## config.mk

```make
export PLATFORM = sky130hd
export DESIGN_NAME = gtsm_timer
export DESIGN_NICKNAME = d
export VERILOG_FILES = /design/src/gtsm_pkg.sv /design/src/gtsm_timer.sv
export SDC_FILE = /design/constraint.sdc
export NUM_CORES = 1
export LEC_CHECK = 0
export ABC_AREA = 1
export BUFFER_PORTS_ARGS = -buffer_cell sky130_fd_sc_hd__buf_2
export CAP_MARGIN = 30
export CELL_PAD_IN_SITES_DETAIL_PLACEMENT = 1
export CELL_PAD_IN_SITES_GLOBAL_PLACEMENT = 1
export CORE_MARGIN = 2
export CORE_UTILIZATION = 40
export CTS_CLUSTER_DIAMETER = 30
export DETAILED_ROUTE_END_ITERATION = 10
export GPL_TIMING_DRIVEN = 0
export PLACE_DENSITY_LB_ADDON = 0.1
export SYNTH_ARGS = -nofsm -noshare
export SYNTH_HDL_FRONTEND = slang
export SYNTH_SLANG_ARGS = --single-unit
```

## constraint.sdc

```tcl
create_clock -name clk -period 4.25 [get_ports clk]
set_input_delay 0.425 -clock clk [delete_from_list [all_inputs] [get_ports clk]]
set_output_delay 0.425 -clock clk [all_outputs]
set_load 0.01 [all_outputs]
```

## src/gtsm_pkg.sv

```systemverilog
package gtsm_pkg;
  // ----------------------------------------
  // Register offsets
  // ----------------------------------------
  localparam logic [7:0] OFF_CTRL1 = 8'h00;
  localparam logic [7:0] OFF_CTRL2 = 8'h04;
  localparam logic [7:0] OFF_SMCTRL = 8'h08;
  localparam logic [7:0] OFF_DIEN = 8'h0c;
  localparam logic [7:0] OFF_STS = 8'h10;
  localparam logic [7:0] OFF_CEG = 8'h14;
  localparam logic [7:0] OFF_CCM1 = 8'h18;
  localparam logic [7:0] OFF_CCM2 = 8'h1c;
  localparam logic [7:0] OFF_CCEN = 8'h20;
  localparam logic [7:0] OFF_CNT = 8'h24;
  localparam logic [7:0] OFF_PSC = 8'h28;
  localparam logic [7:0] OFF_ARR = 8'h2c;
  localparam logic [7:0] OFF_CC1 = 8'h34;
  localparam logic [7:0] OFF_CC2 = 8'h38;
  localparam logic [7:0] OFF_CC3 = 8'h3c;
  localparam logic [7:0] OFF_CC4 = 8'h40;
  localparam logic [7:0] OFF_DCTRL = 8'h48;
  localparam logic [7:0] OFF_DMADDR = 8'h4c;
  localparam logic [7:0] OFF_OPT = 8'h50;
  // ----------------------------------------
  // Field positions
  // ----------------------------------------
  localparam int B_RUN = 0;
  localparam int B_UDIS = 1;
  localparam int B_URS = 2;
  localparam int B_SPM = 3;
  localparam int B_DIR = 4;
  localparam int B_ARPE = 7;
  localparam int B_UIF = 0;
  localparam int B_CCF = 1;
  localparam int B_TIF = 6;
  localparam int B_UDE = 8;
  localparam int B_CCDE = 9;
  localparam int B_TDE = 14;
  // ----------------------------------------
  // Mode encodings
  // ----------------------------------------
  localparam logic [2:0] SM_ENC1 = 3'h1;
  localparam logic [2:0] SM_ENC2 = 3'h2;
  localparam logic [2:0] SM_ENC3 = 3'h3;
  localparam logic [2:0] SM_RESET = 3'h4;
  localparam logic [2:0] SM_GATED = 3'h5;
  localparam logic [2:0] SM_TRIG = 3'h6;
  localparam logic [2:0] TS_CH1ED = 3'h4;
  localparam logic [2:0] TS_CH1F = 3'h5;
  localparam logic [2:0] TS_CH2F = 3'h6;
  localparam logic [2:0] TS_ETR = 3'h7;
  localparam logic [2:0] OC_ACT = 3'h1;
  localparam logic [2:0] OC_INACT = 3'h2;
  localparam logic [2:0] OC_TOG = 3'h3;
  localparam logic [2:0] OC_FINACT = 3'h4;
  localparam logic [2:0] OC_FACT = 3'h5;
  localparam logic [2:0] OC_PWM1 = 3'h6;
  localparam logic [2:0] OC_PWM2 = 3'h7;
  localparam logic [1:0] SEL_OUT = 2'h0;
  localparam logic [1:0] SEL_DIRECT = 2'h1;
  localparam logic [1:0] SEL_PAIR = 2'h2;
  localparam logic [1:0] SEL_TRG = 2'h3;
  // ----------------------------------------
  // State
  // ----------------------------------------
  typedef struct packed {
    logic [15:0] ctrl1, ctrl2, smctrl, dien, sts, ccm1, ccm2, ccen;
    logic [15:0] cnt, psc, arr, dctrl, dmaddr, opt, psc_sh, arr_sh, pcnt;
    logic [3:0][15:0] ccr;
    logic [4:0][2:0] sy;
    logic [4:0] lvl;
    logic [3:0][3:0] fcnt;
    logic [3:0] ti, ti_d, oref, clr, out;
    logic trg_d;
    logic [5:0] dma;
    logic rdy;
    logic [31:0] rdata;
  } gtsm_state_t;
endpackage : gtsm_pkg

```

## src/gtsm_timer.sv

```systemverilog
`timescale 1ns/1ps
`default_nettype none
// Overview of operation
// - PWM input measurement uses only channels 1 and 2 and both capture registers.
// - Channel 1 input feeds two captures; the paired one takes opposite polarity.
// - Single-pulse mode emits one pulse, then stops the counter at update.
// - Update ending a single pulse clears the run bit; output follows the wrapped count.
// - Single pulse delay and width follow compare and reload, swapped counting down.
// - Output channel modes 100/101 force reference inactive/active, ignoring compare.
// - Forced outputs still raise compare flags and requests as usual.
// - Encoder counts on channel 1, channel 2, or both edges per mode select.
// - Encoder inputs pass polarity and input filters before edge detection.
// - Encoder mode makes direction read-only, recomputed on every input transition.
// - Both-input counting direction follows the quadrature table of edges and levels.
// - Follower mode select: 100 reset, 101 gated, 110 trigger.
// - Reset mode: trigger rising edge reinitialises counter, prescaler, issues update.
// - Gated mode counts only while trigger high; low stops without reset.
// - Trigger mode starts counter on rising trigger, never stops it.
// - Flags exist for update, trigger and capture/compare events.
// - Selected events raise DMA requests, each with its own enable bit.
// - With clear enabled, high external trigger holds reference low until update.
module gtsm_timer
  import gtsm_pkg::*;
(
  input wire logic clk,
  input wire logic nrst,
  input wire logic psel,
  input wire logic penable,
  input wire logic pwrite,
  input wire logic [7:0] paddr,
  input wire logic [31:0] pwdata,
  output logic [31:0] prdata,
  output logic pready,
  input wire logic [3:0] ch_in,
  input wire logic etr_in,
  output logic [3:0] ch_out,
  output logic [5:0] dma_req
);

  gtsm_state_t r, nxt;
  logic [4:0] pins;
  logic wr, run, enc, ev1, ev2, down, step, ovf, sreset, ug, upd, selected_trigger_input, trg_rise;
  logic hit, cap, s, sp, p, e1, e2;
  logic [2:0] sms;
  logic [3:0] tp;
  logic [7:0] cb;
  logic [15:0] gen;

  assign pins = {etr_in, ch_in};

  // ----------------------------------------
  // Decoding helpers
  // ----------------------------------------
  function automatic logic [7:0] cfg(input int k);
    cfg = (k < 2) ? r.ccm1[(k % 2) * 8 +: 8] : r.ccm2[(k % 2) * 8 +: 8];
  endfunction : cfg

  function automatic logic [15:0] rdval(input logic [7:0] a);
    unique case (a)
      OFF_CTRL1: rdval = r.ctrl1;
      OFF_CTRL2: rdval = r.ctrl2;
      OFF_SMCTRL: rdval = r.smctrl;
      OFF_DIEN: rdval = r.dien;
      OFF_STS: rdval = r.sts;
      OFF_CCM1: rdval = r.ccm1;
      OFF_CCM2: rdval = r.ccm2;
      OFF_CCEN: rdval = r.ccen;
      OFF_CNT: rdval = r.cnt;
      OFF_PSC: rdval = r.psc;
      OFF_ARR: rdval = r.arr;
      OFF_CC1: rdval = r.ccr[0];
      OFF_CC2: rdval = r.ccr[1];
      OFF_CC3: rdval = r.ccr[2];
      OFF_CC4: rdval = r.ccr[3];
      OFF_DCTRL: rdval = r.dctrl;
      OFF_DMADDR: rdval = r.dmaddr;
      OFF_OPT: rdval = r.opt;
      default: rdval = 16'h0000;
    endcase
  endfunction : rdval

  // ----------------------------------------
  // Next state
  // ----------------------------------------
  always_comb begin
    nxt = r;
    wr = psel & penable & r.rdy & pwrite;
    gen = 16'h0000;
    sms = r.smctrl[2:0];
    enc = (sms == SM_ENC1) | (sms == SM_ENC2) | (sms == SM_ENC3);
    run = 1'b0;
    ev1 = 1'b0;
    ev2 = 1'b0;
    step = 1'b0;
    ovf = 1'b0;
    hit = 1'b0;
    cap = 1'b0;
    s = 1'b0;
    sp = 1'b0;
    p = 1'b0;
    cb = 8'h00;
    down = r.ctrl1[B_DIR];
    // Pin synchronisers: level counts once stages two and three agree
    for (int k = 0; k < 5; k++) begin
      nxt.sy[k] = {r.sy[k][1:0], pins[k]};
      if (r.sy[k][1] == r.sy[k][2]) begin
        nxt.lvl[k] = r.sy[k][2];
      end
    end
    // input filters ahead of edge logic
    for (int k = 0; k < 4; k++) begin
      cb = cfg(k);
      if (r.lvl[k] == r.ti[k]) begin
        nxt.fcnt[k] = 4'h0;
      end else if (r.fcnt[k] >= cb[7:4]) begin
        nxt.ti[k] = r.lvl[k];
        nxt.fcnt[k] = 4'h0;
      end else begin
        nxt.fcnt[k] = r.fcnt[k] + 4'h1;
      end
      tp[k] = r.ti[k] ^ r.ccen[4 * k + 1];
    end
    nxt.ti_d = r.ti;
    // Trigger source select
    unique case (r.smctrl[6:4])
      TS_CH1ED: selected_trigger_input = r.ti[0] ^ r.ti_d[0];
      TS_CH1F: selected_trigger_input = tp[0];
      TS_CH2F: selected_trigger_input = tp[1];
      TS_ETR: selected_trigger_input = r.lvl[4];
      default: selected_trigger_input = 1'b0;
    endcase
    nxt.trg_d = selected_trigger_input;
    trg_rise = selected_trigger_input & ~r.trg_d;
    // APB access
    nxt.rdy = psel & ~penable;
    nxt.rdata = 32'h0000_0000;
    if (psel & ~penable & ~pwrite) begin
      nxt.rdata = {16'h0000, rdval(paddr)};
    end
    if (wr) begin
      unique case (paddr)
        // direction bit kept in encoder mode
        OFF_CTRL1: nxt.ctrl1 = enc ? {pwdata[15:5], r.ctrl1[B_DIR], pwdata[3:0]}
                                   : pwdata[15:0];
        OFF_CTRL2: nxt.ctrl2 = pwdata[15:0];
        OFF_SMCTRL: nxt.smctrl = pwdata[15:0];
        OFF_DIEN: nxt.dien = pwdata[15:0];
        OFF_STS: nxt.sts = r.sts & pwdata[15:0];
        OFF_CEG: gen = pwdata[15:0];
        OFF_CCM1: nxt.ccm1 = pwdata[15:0];
        OFF_CCM2: nxt.ccm2 = pwdata[15:0];
        OFF_CCEN: nxt.ccen = pwdata[15:0];
        OFF_PSC: nxt.psc = pwdata[15:0];
        OFF_ARR: nxt.arr = pwdata[15:0];
        OFF_CC1: nxt.ccr[0] = pwdata[15:0];
        OFF_CC2: nxt.ccr[1] = pwdata[15:0];
        OFF_CC3: nxt.ccr[2] = pwdata[15:0];
        OFF_CC4: nxt.ccr[3] = pwdata[15:0];
        OFF_DCTRL: nxt.dctrl = pwdata[15:0];
        OFF_DMADDR: nxt.dmaddr = pwdata[15:0];
        OFF_OPT: nxt.opt = pwdata[15:0];
        default: ;
      endcase
    end
    e1 = r.ti[0] != r.ti_d[0];
    e2 = r.ti[1] != r.ti_d[1];
    ev1 = enc & (sms != SM_ENC2) & e1;
    ev2 = enc & (sms != SM_ENC1) & e2;
    // gated mode runs only while trigger high
    run = r.ctrl1[B_RUN] & ((sms != SM_GATED) | selected_trigger_input);
    if (enc) begin
      if (e1) begin
        down = (tp[0] == tp[1]);
      end else if (e2) begin
        down = (tp[1] != tp[0]);
      end
      nxt.ctrl1[B_DIR] = down;
      step = r.ctrl1[B_RUN] & (ev1 | ev2);
    end else if (run) begin
      if (r.pcnt >= r.psc_sh) begin
        nxt.pcnt = 16'h0000;
        step = 1'b1;
      end else begin
        nxt.pcnt = r.pcnt + 16'h0001;
      end
    end
    if (step) begin
      if (!down) begin
        ovf = (r.cnt >= r.arr_sh);
        nxt.cnt = ovf ? 16'h0000 : r.cnt + 16'h0001;
      end else begin
        ovf = (r.cnt == 16'h0000);
        nxt.cnt = ovf ? r.arr_sh : r.cnt - 16'h0001;
      end
    end
    // follower mode decode; reset mode reinitialises
    sreset = (sms == SM_RESET) & trg_rise;
    ug = gen[B_UIF] | sreset;
    if (ug) begin
      nxt.pcnt = 16'h0000;
      nxt.cnt = down ? r.arr_sh : 16'h0000;
    end
    if (wr && paddr == OFF_CNT) begin
      nxt.cnt = pwdata[15:0];
    end
    upd = (ovf | ug) & ~r.ctrl1[B_UDIS];
    if (upd) begin
      nxt.psc_sh = r.psc;
      nxt.arr_sh = r.arr;
    end
    if (!r.ctrl1[B_ARPE]) begin
      nxt.arr_sh = nxt.arr;
    end
    // update and trigger flags, set wins over clear
    if (upd & (~r.ctrl1[B_URS] | ovf)) begin
      nxt.sts[B_UIF] = 1'b1;
    end
    if (((sms == SM_RESET || sms == SM_TRIG) && trg_rise) || gen[B_TIF] ||
        (sms == SM_GATED && selected_trigger_input != r.trg_d)) begin
      nxt.sts[B_TIF] = 1'b1;
    end
    // single pulse stops counting at its update
    if (ovf & r.ctrl1[B_SPM]) begin
      nxt.ctrl1[B_RUN] = 1'b0;
    end
    // trigger mode only starts the counter
    if (sms == SM_TRIG && trg_rise) begin
      nxt.ctrl1[B_RUN] = 1'b1;
    end
    // Channels
    for (int k = 0; k < 4; k++) begin
      cb = cfg(k);
      if (cb[1:0] == SEL_OUT) begin
        hit = (step | ug) & (nxt.cnt == r.ccr[k]);
        // PWM compare gives delay and width
        case (cb[6:4])
          OC_ACT: if (hit) nxt.oref[k] = 1'b1;
          OC_INACT: if (hit) nxt.oref[k] = 1'b0;
          OC_TOG: if (hit) nxt.oref[k] = ~r.oref[k];
          OC_FINACT: nxt.oref[k] = 1'b0;
          OC_FACT: nxt.oref[k] = 1'b1;
          OC_PWM1: nxt.oref[k] = (nxt.cnt < r.ccr[k]);
          OC_PWM2: nxt.oref[k] = (nxt.cnt >= r.ccr[k]);
          default: ;
        endcase
        // compare flag raised in every output mode
        if (hit) begin
          nxt.sts[B_CCF + k] = 1'b1;
        end
        if (upd) begin
          nxt.clr[k] = 1'b0;
        end
        if (cb[7] & r.lvl[4]) begin
          nxt.clr[k] = 1'b1;
        end
        if (cb[7] & (r.lvl[4] | r.clr[k])) begin
          nxt.oref[k] = 1'b0;
        end
      end else begin
        p = r.ccen[4 * k + 1];
        unique case (cb[1:0])
          SEL_DIRECT: begin
            s = r.ti[k];
            sp = r.ti_d[k];
          end
          // paired input only on channels 1 and 2
          // paired path takes the opposite polarity
          SEL_PAIR: begin
            s = (k < 2) & r.ti[k ^ 1];
            sp = (k < 2) & r.ti_d[k ^ 1];
            p = ~r.ccen[4 * (k ^ 1) + 1];
          end
          default: begin
            s = selected_trigger_input;
            sp = r.trg_d;
          end
        endcase
        cap = r.ccen[4 * k] & (s ^ p) & ~(sp ^ p);
        if (cap) begin
          nxt.ccr[k] = r.cnt;
          nxt.sts[B_CCF + k] = 1'b1;
        end
      end
      if (gen[B_CCF + k]) begin
        nxt.sts[B_CCF + k] = 1'b1;
      end
      nxt.out[k] = r.ccen[4 * k] & (nxt.oref[k] ^ r.ccen[4 * k + 1]);
    end
    nxt.dma[0] = nxt.sts[B_UIF] & r.dien[B_UDE];
    for (int k = 0; k < 4; k++) begin
      nxt.dma[k + 1] = nxt.sts[B_CCF + k] & r.dien[B_CCDE + k];
    end
    nxt.dma[5] = nxt.sts[B_TIF] & r.dien[B_TDE];
  end

  // ----------------------------------------
  // State register
  // ----------------------------------------
  always_ff @(posedge clk) begin
    if (!nrst) begin
      r <= '0;
    end else begin
      r <= nxt;
    end
  end

  assign prdata = r.rdata;
  assign pready = r.rdy;
  assign ch_out = r.out;
  assign dma_req = r.dma;
endmodule : gtsm_timer
`default_nettype wire

```

==> impl_metrics.py, run 1 <==
metrics = {
    "status": {
        "outcome": "complete, but fails checks",
        "violations": "negative setup slack",
    },
    "global_routing": {
        "use_met3_pct": 8.24,
        "antenna_found_initial": 8,
        "met1_usage_pct": 49.9,
        "grt_use_met2_pct": 62.8,
        "overflow": 0,
        "grt.total_usage_pct": 39.9,
        "grt_pass1_vias": 25672,
        "busiest_layer": "met2",
        "grt_pass1_wl_um": 172000,
        "grt_max_degree": 17,
    },
    "setup_path": {
        "startpoint": "nxt[52]",
        "arrival_ns": 5.37,
        "worstRegToRegCells": 36,
        "cp.depth": 36,
        "critPathKind": "reg -> reg",
        "cp.required_ns": 4.80,
        "rrSetupSlack_ns": -0.56,
        "worst_r2r_endpoint": "ch_out[3]",
        "crit_family": "simple AND/OR/NAND/NOR gates",
        "end_kind": "register",
        "worstSetupEndpoint": "ch_out[3]",
        "cp.buffers_inverters": 9,
        "critPathMaxFanout": 6,
        "cp_slowest_cell": "dfxtp_4",
        "r2r-start": "nxt[52]",
        "max_stage_delay_ns": 0.40,
        "start_kind": "register",
        "worst_path_most_repeated_cell": "nand2_2",
    },
    "die": {
        "rows": 87,
        "start_util_pct": 40.3,
        "dieArea_sq_um": 58700,
        "ios": 93,
        "die_y_um": 242,
        "coreArea_sq_um": 56300,
        "die_w_um": 242,
    },
    "cts": {
        "clk_latency_ns": 0.67,
        "htree_num_levels": 3,
        "cts_tree": "built",
        "clk_pin_slew_ns": 0.05,
        "clock_path_buffers": 3,
        "clockRootBuffer": "clkbuf_16",
        "cts_buffers": 110,
        "clock-sinks": 416,
    },
    "power": {
        "p_seq_share_pct": 30.2,
        "cellPowerDensity_nw_per_um2": 438,
        "swShare_pct": 23.4,
        "vdd_drop_max_mv": 0.390,
        "p_comb_share_pct": 3.0,
        "p_sw_mw": 3.04,
        "clockPowerShare_pct": 66.8,
        "internal-power_mw": 9.96,
        "leakage_nw": 12.3,
    },
    "finish": {
        "drive_gt1_share_pct": 16.9,
        "area_delta_synth_final_pct": 30.9,
        "final_nets": 3674,
    },
    "worst_hold_path": {
        "hp-class": "in -> reg",
    },
    "yosys": {
        "synth_cells": 3220,
        "yosysTopAreaCellShare_pct": 36.7,
        "yosysMostFrequentCell": "nand2_1",
        "async_flop_share_pct": 0,
        "netlist_area_sq_um": 22700,
        "synth_warnings": 0,
        "synth_top_cell_by_area": "dfxtp_1",
        "synth_edf_count": 0,
        "ys_types": 54,
        "ys_top_cells_by_area": "dfxtp_1, nand2_1, o21ai_0, a21oi_1, ha_1",
        "yosys-top-cells-count": "nand2_1, dfxtp_1, inv_1",
        "synthFlopType": "dfxtp_1",
        "synth-seq-area-share_pct": 36.7,
        "postSynthAreaPerCell_sq_um": 7.05,
        "synth-seq-cells": 416,
    },
    "placed_design": {
        "dp_hpwl_um": 89900,
        "place_congestion": 1.02,
        "numPortBuffers": 60,
    },
    "route": {
        "via_count": 25433,
        "ant_nets": 0,
        "drc_errors": 0,
        "drt_iter0_drc": 2427,
        "vias_per_cell": 5.87,
        "routedWlPerCell_um": 27.9,
        "dr.pass1.iters": 6,
        "routed_wl_um": 121000,
    },
    "timing": {
        "fin_skew_ns": 0.0184,
        "setup_ws_ns": -0.563,
        "maxSlewHeadroom_pct": 25.3,
        "fmax_mhz": 208,
        "slew_viol_final": 0,
        "fin_crit_sh_pct": 113,
        "setup_violations": 8,
        "hold_violations": 0,
        "setup_tns_ns": -4.06,
        "max_slew.worst_pin.slew_ns": 1.12,
        "fin_hold_ws_ns": 0.0348,
        "rsz0062_at_grt": "true",
        "period_minus_slack_ns": 4.81,
    },
    "run": {
        "max_cap_violations": 0,
    },
}
-- worst register-to-register path, delay by kind of cell (launching register included) --
kind | cells | cell delay [ns]
buf+inv | 9 | 1.03
fa+ha+maj | 3 | 0.69
simple gates | 20 | 1.90
flops | 1 | 0.40
compound gates | 4 | 0.70
-- final cells by class --
class	count	area [sq um]
tap	756	946
inverter	433	1670
antenna	8	20.0
fill	6900	26600
buffer	210	1040
timing repair buffer	140	1150
clock inverter	52	751
clock buffer	148	3160
multi-input combinational	2173	12600
sequential	416	8350
-- cell usage in the layout, fill, tap and decap left out, types with 8 or more instances in the layout --
| master | Yosys | routed |
|---|---|---|
| nand2_1 | 541 | 492 |
| dfxtp_1 | 416 | 403 |
| inv_1 | 410 | 400 |
| o21ai_0 | 389 | 389 |
| a21oi_1 | 371 | 355 |
| nor2_1 | 216 | 207 |
| clkbuf_1 | 141 | 146 |
| ha_1 | 140 | 119 |
| clkbuf_16 | 0 | 110 |
| nand3_1 | 125 | 100 |
| buf_4 | 45 | 91 |
| buf_2 | 18 | 74 |
| o22ai_1 | 69 | 69 |
| nor3_1 | 39 | 34 |
| xor2_1 | 33 | 32 |
| nand3_2 | 6 | 30 |
| a211oi_1 | 31 | 30 |
| nand2_2 | 3 | 29 |
| nand2_4 | 5 | 28 |
| o21ai_1 | 26 | 26 |
| clkbuf_8 | 0 | 26 |
| nand4_1 | 25 | 25 |
| a221oi_1 | 24 | 24 |
| o211ai_1 | 23 | 23 |
| clkinv_2 | 0 | 21 |
| buf_8 | 1 | 20 |
| nor4_1 | 23 | 19 |
| ha_4 | 0 | 19 |
| inv_2 | 17 | 18 |
| a21oi_2 | 2 | 16 |
| conb_1 | 1 | 16 |
| bufinv_16 | 0 | 13 |
| clkinvlp_4 | 0 | 11 |
| nor2_2 | 3 | 9 |
| a31oi_1 | 9 | 9 |
| buf_6 | 2 | 9 |
| dfxtp_2 | 0 | 9 |
| diode_2 | 0 | 8 |
-- power by group through the flow --
stage | sequential [mW] | clock, mW | combinational, mW
2_1_floorplan | 3.99 | 0 | 0.132
3_3_place_gp | 3.99 | 0 | 0.331
3_5_place_dp | 3.99 | 0 | 0.361
4_1_cts | 3.92 | 8.69 | 0.369
5_1_grt | 3.92 | 8.94 | 0.393
6_report | 3.92 | 8.69 | 0.394
-- routing by layer --
| metal | share of wire [%] | wire, um |
|---|---|---|
| met1 | 40 | 48500 |
| met2 | 44 | 53800 |
| met3 | 8.3 | 10000 |
| met4 | 7.1 | 8640 |
| met5 | 0.0091 | 11 |
-- timing repair --
action | in CTS | in global routing
gates resized for setup | 148 | 89
gates cloned | 1 | 0
pin swaps | 46 | 48
hold endpoints to repair | 6 | 0
endpoints found under the setup margin | 16 | 14
hold buffers | 6 | 0
setup buffers | 35 | 18
-- worst min-delay path by stage --
| stage | to | cells past startpoint | from | slack, ns |
|---|---|---|---|---|
| after floorplan | nxt[83] | 2 | nxt[82] | 0.39 |
| after global placement | nxt[83] | 2 | nxt[82] | 0.40 |
| after detailed placement | nxt[83] | 2 | nxt[82] | 0.40 |
| after CTS | pready | 3 | psel | 0.02 |
| after global routing | pready | 3 | psel | 0.05 |
| final | pready | 3 | psel | 0.03 |
-- registers in the layout (all words and copies together) (netlist names) --
| register | cells |
|---|---|
| pready | 1 |
| cb | 8 |
| nxt | 14 |
| ch_out | 4 |
| prdata | 16 |
| r | 367 |
| dma_req | 6 |
-- cells by family (layout without fill, tap and decap cells) --
group | count (synthesis) | after routing | share of synthesized area [%]
and+or+nand+nor | 1005 | 1005 | 19.0
AOI/OAI and AO/OA | 973 | 973 | 23.4
buffers and inverters | 646 | 983 | 11.7
DFF | 416 | 416 | 36.7
adders and majority gates | 140 | 140 | 7.71
xor gates and xnor gates | 39 | 39 | 1.50
other | 1 | 24 | 0.0165
-- stage by stage --
step	setup WS (ns)	std cells	utilization [%]	instance area (sq um)	power, mW
floorplan	0.146	3235	-	22800	4.13
global placement	-2.03	4051	42.7	24000	4.33
detailed placement	-2.14	4069	43.1	24300	4.36
CTS	-0.401	4309	51.8	29200	13.0
global route	-0.698	4328	52.8	29700	13.2
finish	-0.563	4336	52.8	29700	13.0
(Power assumes the default switching activity.)
==> run 2: changes to the inputs <==
BUFFER_PORTS_ARGS = -buffer_cell sky130_fd_sc_hd__buf_4   (was -buffer_cell sky130_fd_sc_hd__buf_2)
==> run 2 against run 1 <==
Against the previous run: the flow still finishes with violations (negative setup slack); die area unchanged; wire length increased by 1.4%; first-iteration DRC count down 2.1%; register-to-register slack gained 0.13 ns; via count increased by 1.6%; combinational power up 1%; largest cell class unchanged.
==> impl_metrics.py, run 2 (same netlist as run 1, synthesis figures left out) <==
metrics = {
    "cts": {
        "cts_tree": "built",
        "clock_path_buffers": 3,
        "htree_num_levels": 3,
        "cts_buffers": 111,
        "clk_latency_ns": 0.68,
        "clk_pin_slew_ns": 0.05,
        "clock-sinks": 416,
        "clockRootBuffer": "clkbuf_16",
    },
    "setup_path": {
        "r2r-start": "r[309]",
        "cp.buffers_inverters": 6,
        "cp_slowest_cell": "dfxtp_2",
        "max_stage_delay_ns": 0.42,
        "critPathMaxFanout": 6,
        "rrSetupSlack_ns": -0.43,
        "arrival_ns": 5.25,
        "critPathKind": "reg -> reg",
        "worstRegToRegCells": 32,
        "end_kind": "register",
        "cp.required_ns": 4.81,
        "worst_r2r_endpoint": "ch_out[3]",
        "crit_family": "simple AND/OR/NAND/NOR gates",
        "start_kind": "register",
    },
    "global_routing": {
        "grt.total_usage_pct": 40.5,
        "grt_pass1_vias": 26310,
        "overflow": 0,
        "antenna_found_initial": 7,
        "grt_pass1_wl_um": 175000,
        "grt_max_degree": 17,
    },
    "timing": {
        "period_minus_slack_ns": 4.68,
        "max_slew.worst_pin.slew_ns": 1.10,
        "fin_hold_ws_ns": 0.0309,
        "hold_violations": 0,
        "fin_skew_ns": 0.0564,
        "fmax_mhz": 213,
        "slew_viol_final": 0,
        "fin_crit_sh_pct": 110,
        "setup_violations": 16,
        "maxSlewHeadroom_pct": 26.6,
        "rsz0062_at_grt": "true",
        "setup_ws_ns": -0.435,
    },
    "route": {
        "vias_per_cell": 5.94,
        "drt_iter0_drc": 2377,
        "ant_nets": 0,
        "dr.pass1.iters": 6,
        "via_count": 25838,
        "wl_met3_um": 9910,
        "routed_wl_um": 123000,
        "wl_met1_um": 49100,
        "routedWlPerCell_um": 28.2,
        "highest_layer": "met5",
        "drc_errors": 0,
        "wl_met2_um": 54200,
    },
    "finish": {
        "top_register": "r",
        "multi_input_area_sq_um": 12900,
        "fin_cells": 4352,
        "n_fill_cell": 6943,
        "mostFrequentLayoutCells": "nand2_1, inv_1, dfxtp_1",
        "final_area_sq_um": 30200,
        "largest_reg_flops": 367,
        "final_common_cell": "nand2_1",
        "seq_area_sq_um": 8360,
        "final_nets": 3686,
        "drive_gt1_share_pct": 17.7,
        "area_delta_synth_final_pct": 32.9,
        "fin_util_pct": 53.6,
    },
    "placed_design": {
        "dp_hpwl_um": 89900,
        "dpl-instance-area_sq_um": 24400,
        "numPortBuffers": 60,
        "place_inst": 4066,
        "place_congestion": 1.01,
    },
    "die": {
        "coreArea_sq_um": 56300,
        "dieArea_sq_um": 58700,
        "rows": 87,
        "start_util_pct": 40.3,
        "die_y_um": 242,
        "ios": 93,
        "die_w_um": 242,
    },
    "power": {
        "total_power_mw": 13.1,
        "vdd_drop_max_mv": 0.377,
        "leakage_nw": 12.4,
        "cellPowerDensity_nw_per_um2": 433,
    },
    "status": {
        "outcome": "complete, but fails checks",
        "violations": "negative setup slack",
    },
    "run": {
        "max_cap_violations": 0,
    },
    "worst_hold_path": {
        "hold_path_depth": 3,
        "hp-class": "in -> reg",
        "min_from": "psel",
        "hold_end": "pready",
    },
}
==> run 2: cell types whose count changed in the layout (fill, tap and decap cells not counted), sizes merged <==
| cell | previous run | this run |
|---|---|---|
| buf | 204 | 216 |
| diode | 8 | 4 |
| bufinv | 13 | 14 |
| clkbuf | 287 | 281 |
| clkinv | 34 | 44 |
| inv | 427 | 430 |
==> run 2: worst max-delay path by stage <==
stage                       start         to  cells after the start
after global routing       r[309]  ch_out[2]                     34
after floorplan           nxt[52]  ch_out[2]                     33
after CTS                 nxt[52]  ch_out[0]                     32
after global placement     r[305]  ch_out[0]                     32
final                      r[309]  ch_out[3]                     32
after detailed placement   r[305]  ch_out[0]                     32
==> run 2: metal layers <==
metal	vias to the layer above	track usage, %
met1	12851	50.3
met5	-	0
met3	388	8.33
li1	11326	-
met2	1271	64.0
met4	2	26.2
==> run 2: final cells by class <==
class	count	area share [%]
timing repair buffer	151	4.49
clock inverter	66	2.66
tap	756	3.13
inverter	433	5.56
antenna	4	0.0332
sequential	416	27.7
clock buffer	143	10.4
multi-input combinational	2173	42.6
buffer	210	3.45
==> run 2: timing repair <==
item,in CTS,in global routing
pin swaps,60,45
hold endpoints to repair,6,0
resized for setup,160,111
cloned,2,0
setup endpoints to repair,16,16
buffers inserted,51,16
hold buffers,6,0
==> run 2: per-stage QoR <==
step                setup TNS [ns]  setup WS, ns
floorplan                        0         0.146
global placement            -25.89         -2.07
detailed placement          -27.54         -2.27
CTS                          -4.00        -0.400
global route                 -7.82        -0.654
finish                       -5.08        -0.435
==> run 2: report_power, final <==
part	switching, mW	internal [mW]	total [mW]
Sequential	0.00358	3.92	3.92
Combinational	0.308	0.0912	0.399
Clock	2.73	6.01	8.74
==> run 2: worst min-delay path: stages <==
cell and delay (ns):
buf_4 0.11, inv_1 0.06, nor3_1 0.05
==> run 3: changes to the inputs <==
SETUP_SLACK_MARGIN = 0.3   (was default)
==> run 3 against run 2 <==
Against the previous run: the run still ends with negative setup slack left; cell count rose by 0.18%; clock skew fell by 0.010 ns; critical endpoint is now ch_out[0]; sequential share of layout area fell by 0.22 points; critical path depth rose by 2; worst setup slack got worse by 0.099 ns; sequential power barely moved; largest power group unchanged; register-to-register slack got worse by 0.099 ns; largest cell class unchanged; power rose by 0.49%.
==> impl_metrics.py, run 3 (same netlist as run 1, synthesis figures left out) <==
metrics = {
    "cts": {
        "cts_tree": "built",
        "clock-sinks": 416,
        "clk_latency_ns": 0.67,
        "htree_num_levels": 3,
        "clockRootBuffer": "clkbuf_16",
        "cts_buffers": 112,
        "clock_path_buffers": 3,
        "clk_pin_slew_ns": 0.05,
    },
    "status": {
        "outcome": "complete, but fails checks",
        "violations": "negative setup slack",
    },
    "die": {
        "start_util_pct": 40.3,
        "dieArea_sq_um": 58700,
        "die_y_um": 242,
        "ios": 93,
        "coreArea_sq_um": 56300,
        "die_w_um": 242,
        "rows": 87,
    },
    "global_routing": {
        "busiest_layer": "met2",
        "grt.total_usage_pct": 40.4,
        "grt_max_degree": 17,
        "antenna_found_initial": 8,
        "overflow": 0,
        "grt_use_met2_pct": 63.7,
        "use_met3_pct": 8.50,
        "met1_usage_pct": 50.7,
        "grt_pass1_vias": 26220,
        "grt_pass1_wl_um": 175000,
    },
    "setup_path": {
        "worst_path_most_repeated_cell": "nand3_2",
        "r2r-start": "nxt[52]",
        "critPathMaxFanout": 5,
        "cp_slowest_cell": "dfxtp_2",
        "crit_family": "simple AND/OR/NAND/NOR gates",
        "start_kind": "register",
        "worstRegToRegCells": 34,
        "rrSetupSlack_ns": -0.53,
        "cp.buffers_inverters": 8,
        "arrival_ns": 5.34,
        "end_kind": "register",
        "worst_r2r_endpoint": "ch_out[0]",
        "cp.required_ns": 4.80,
        "critPathKind": "reg -> reg",
        "max_stage_delay_ns": 0.32,
    },
    "placed_design": {
        "dp_hpwl_um": 89600,
        "numPortBuffers": 60,
        "dpl_worst_slack_ns": -1.73,
        "place_congestion": 0.977,
        "place_inst": 4070,
    },
    "finish": {
        "n_fill_cell": 6963,
        "seq_area_sq_um": 8350,
        "largest_reg_flops": 367,
        "top_register": "r",
        "drive_gt1_share_pct": 18.4,
        "multi_input_area_sq_um": 13000,
        "mostFrequentLayoutCells": "nand2_1, dfxtp_1, inv_1",
        "final_common_cell": "nand2_1",
        "final_nets": 3696,
        "fin_cells": 4360,
        "area_delta_synth_final_pct": 33.9,
    },
    "worst_hold_path": {
        "hp-class": "in -> reg",
        "hold_path_depth": 3,
        "hold_end": "pready",
        "min_from": "psel",
    },
    "power": {
        "cellPowerDensity_nw_per_um2": 432,
        "p_sw_mw": 3.05,
        "swShare_pct": 23.2,
        "vdd_drop_max_mv": 0.324,
        "leakage_nw": 12.5,
        "total_power_mw": 13.1,
        "p_comb_share_pct": 3.1,
        "internal-power_mw": 10.1,
        "clockPowerShare_pct": 67.0,
        "p_seq_share_pct": 29.9,
    },
    "route": {
        "via_count": 25673,
        "drc_errors": 0,
        "dr.pass1.iters": 5,
        "drt_iter0_drc": 2520,
        "routed_wl_um": 122000,
        "vias_per_cell": 5.89,
        "routedWlPerCell_um": 28.0,
        "ant_nets": 0,
    },
    "timing": {
        "fin_skew_ns": 0.0464,
        "fmax_mhz": 209,
        "rsz0062_at_grt": "true",
        "setup_violations": 12,
        "setup_ws_ns": -0.534,
        "maxSlewHeadroom_pct": 26.1,
        "max_slew.worst_pin.slew_ns": 1.11,
        "fin_crit_sh_pct": 113,
        "hold_violations": 0,
        "slew_viol_final": 0,
        "fin_hold_ws_ns": 0.0436,
        "period_minus_slack_ns": 4.78,
    },
    "run": {
        "max_cap_violations": 0,
    },
}
-- run 3: cell types whose count changed in the layout (fill, tap and decap cells not counted), moves of 8 or more --
| cell | change |
|---|---|
| ha_1 | -8 |
| nand2_2 | +14 |
| nand2_4 | -11 |
| clkinvlp_4 | +8 |
| clkinv_2 | -10 |
-- run 3: power groups by stage --
| stage | Clock (mW) | Combinational [mW] | Sequential, mW |
|---|---|---|---|
| 4_1_cts | 8.80 | 0.381 | 3.92 |
| 3_5_place_dp | 0 | 0.370 | 3.99 |
| 5_1_grt | 9.04 | 0.408 | 3.92 |
| 6_report | 8.79 | 0.409 | 3.92 |
| 2_1_floorplan | 0 | 0.132 | 3.99 |
| 3_3_place_gp | 0 | 0.338 | 3.99 |
-- run 3: final cells by class --
cell class                      count  area share [%]
Timing Repair Buffer              157            4.69
Sequential cell                   416            27.5
Clock inverter                     62            2.71
Clock buffer                      146            10.3
Multi-Input combinational cell   2173            42.6
Inverter                          433            5.48
Tap cell                          756            3.11
Antenna cell                        4          0.0329
Buffer                            213            3.55
-- run 3: routing by layer --
metal	part of all wire (%)	vias up
met4	7.2	4
li1	-	11347
met1	40	12693
met2	44	1246
met5	0.019	-
met3	8.6	383
-- run 3: what timing repair did --
item | in CTS | in global routing
gates resized for setup | 182 | 91
cloned | 2 | 0
setup buffers | 45 | 22
setup endpoints to repair | 16 | 16
hold buffers | 6 | 0
endpoints found under the hold margin | 6 | 0
pin swaps | 47 | 48
-- run 3: per-stage QoR --
| step | utilization [%] | instance area, sq um | setup TNS (ns) |
|---|---|---|---|
| 6_report | 54.0 | 30400 | -4.40 |
| 5_1_grt | 54.0 | 30400 | -6.27 |
| 4_1_cts | 52.7 | 29700 | -3.02 |
| 3_5_place_dp | 43.5 | 24500 | -19.65 |
| 3_3_place_gp | 43.0 | 24200 | -19.43 |
| 2_1_floorplan | - | 22800 | 0 |
-- run 3: worst max-delay path by stage --
| stage | slack, ns | from | cells after the start | endpoint |
|---|---|---|---|---|
| CTS | -0.39 | nxt[52] | 32 | ch_out[0] |
| global route | -0.67 | nxt[52] | 34 | ch_out[0] |
| detailed placement | -1.73 | r[305] | 31 | ch_out[1] |
| finish | -0.53 | nxt[52] | 34 | ch_out[0] |
| floorplan | 0.28 | nxt[52] | 33 | ch_out[2] |
| global placement | -1.57 | r[305] | 32 | ch_out[0] |
-- run 3: worst reg2reg max path, delay by kind of cell (launching register included) --
kind | cells | cell delay (ns)
buffers and inverters | 8 | 0.87
adder cells (fa/ha/maj) | 3 | 0.68
AND/OR/NAND/NOR | 19 | 2.05
flip-flops | 1 | 0.32
AO/OA/AOI/OAI | 4 | 0.76
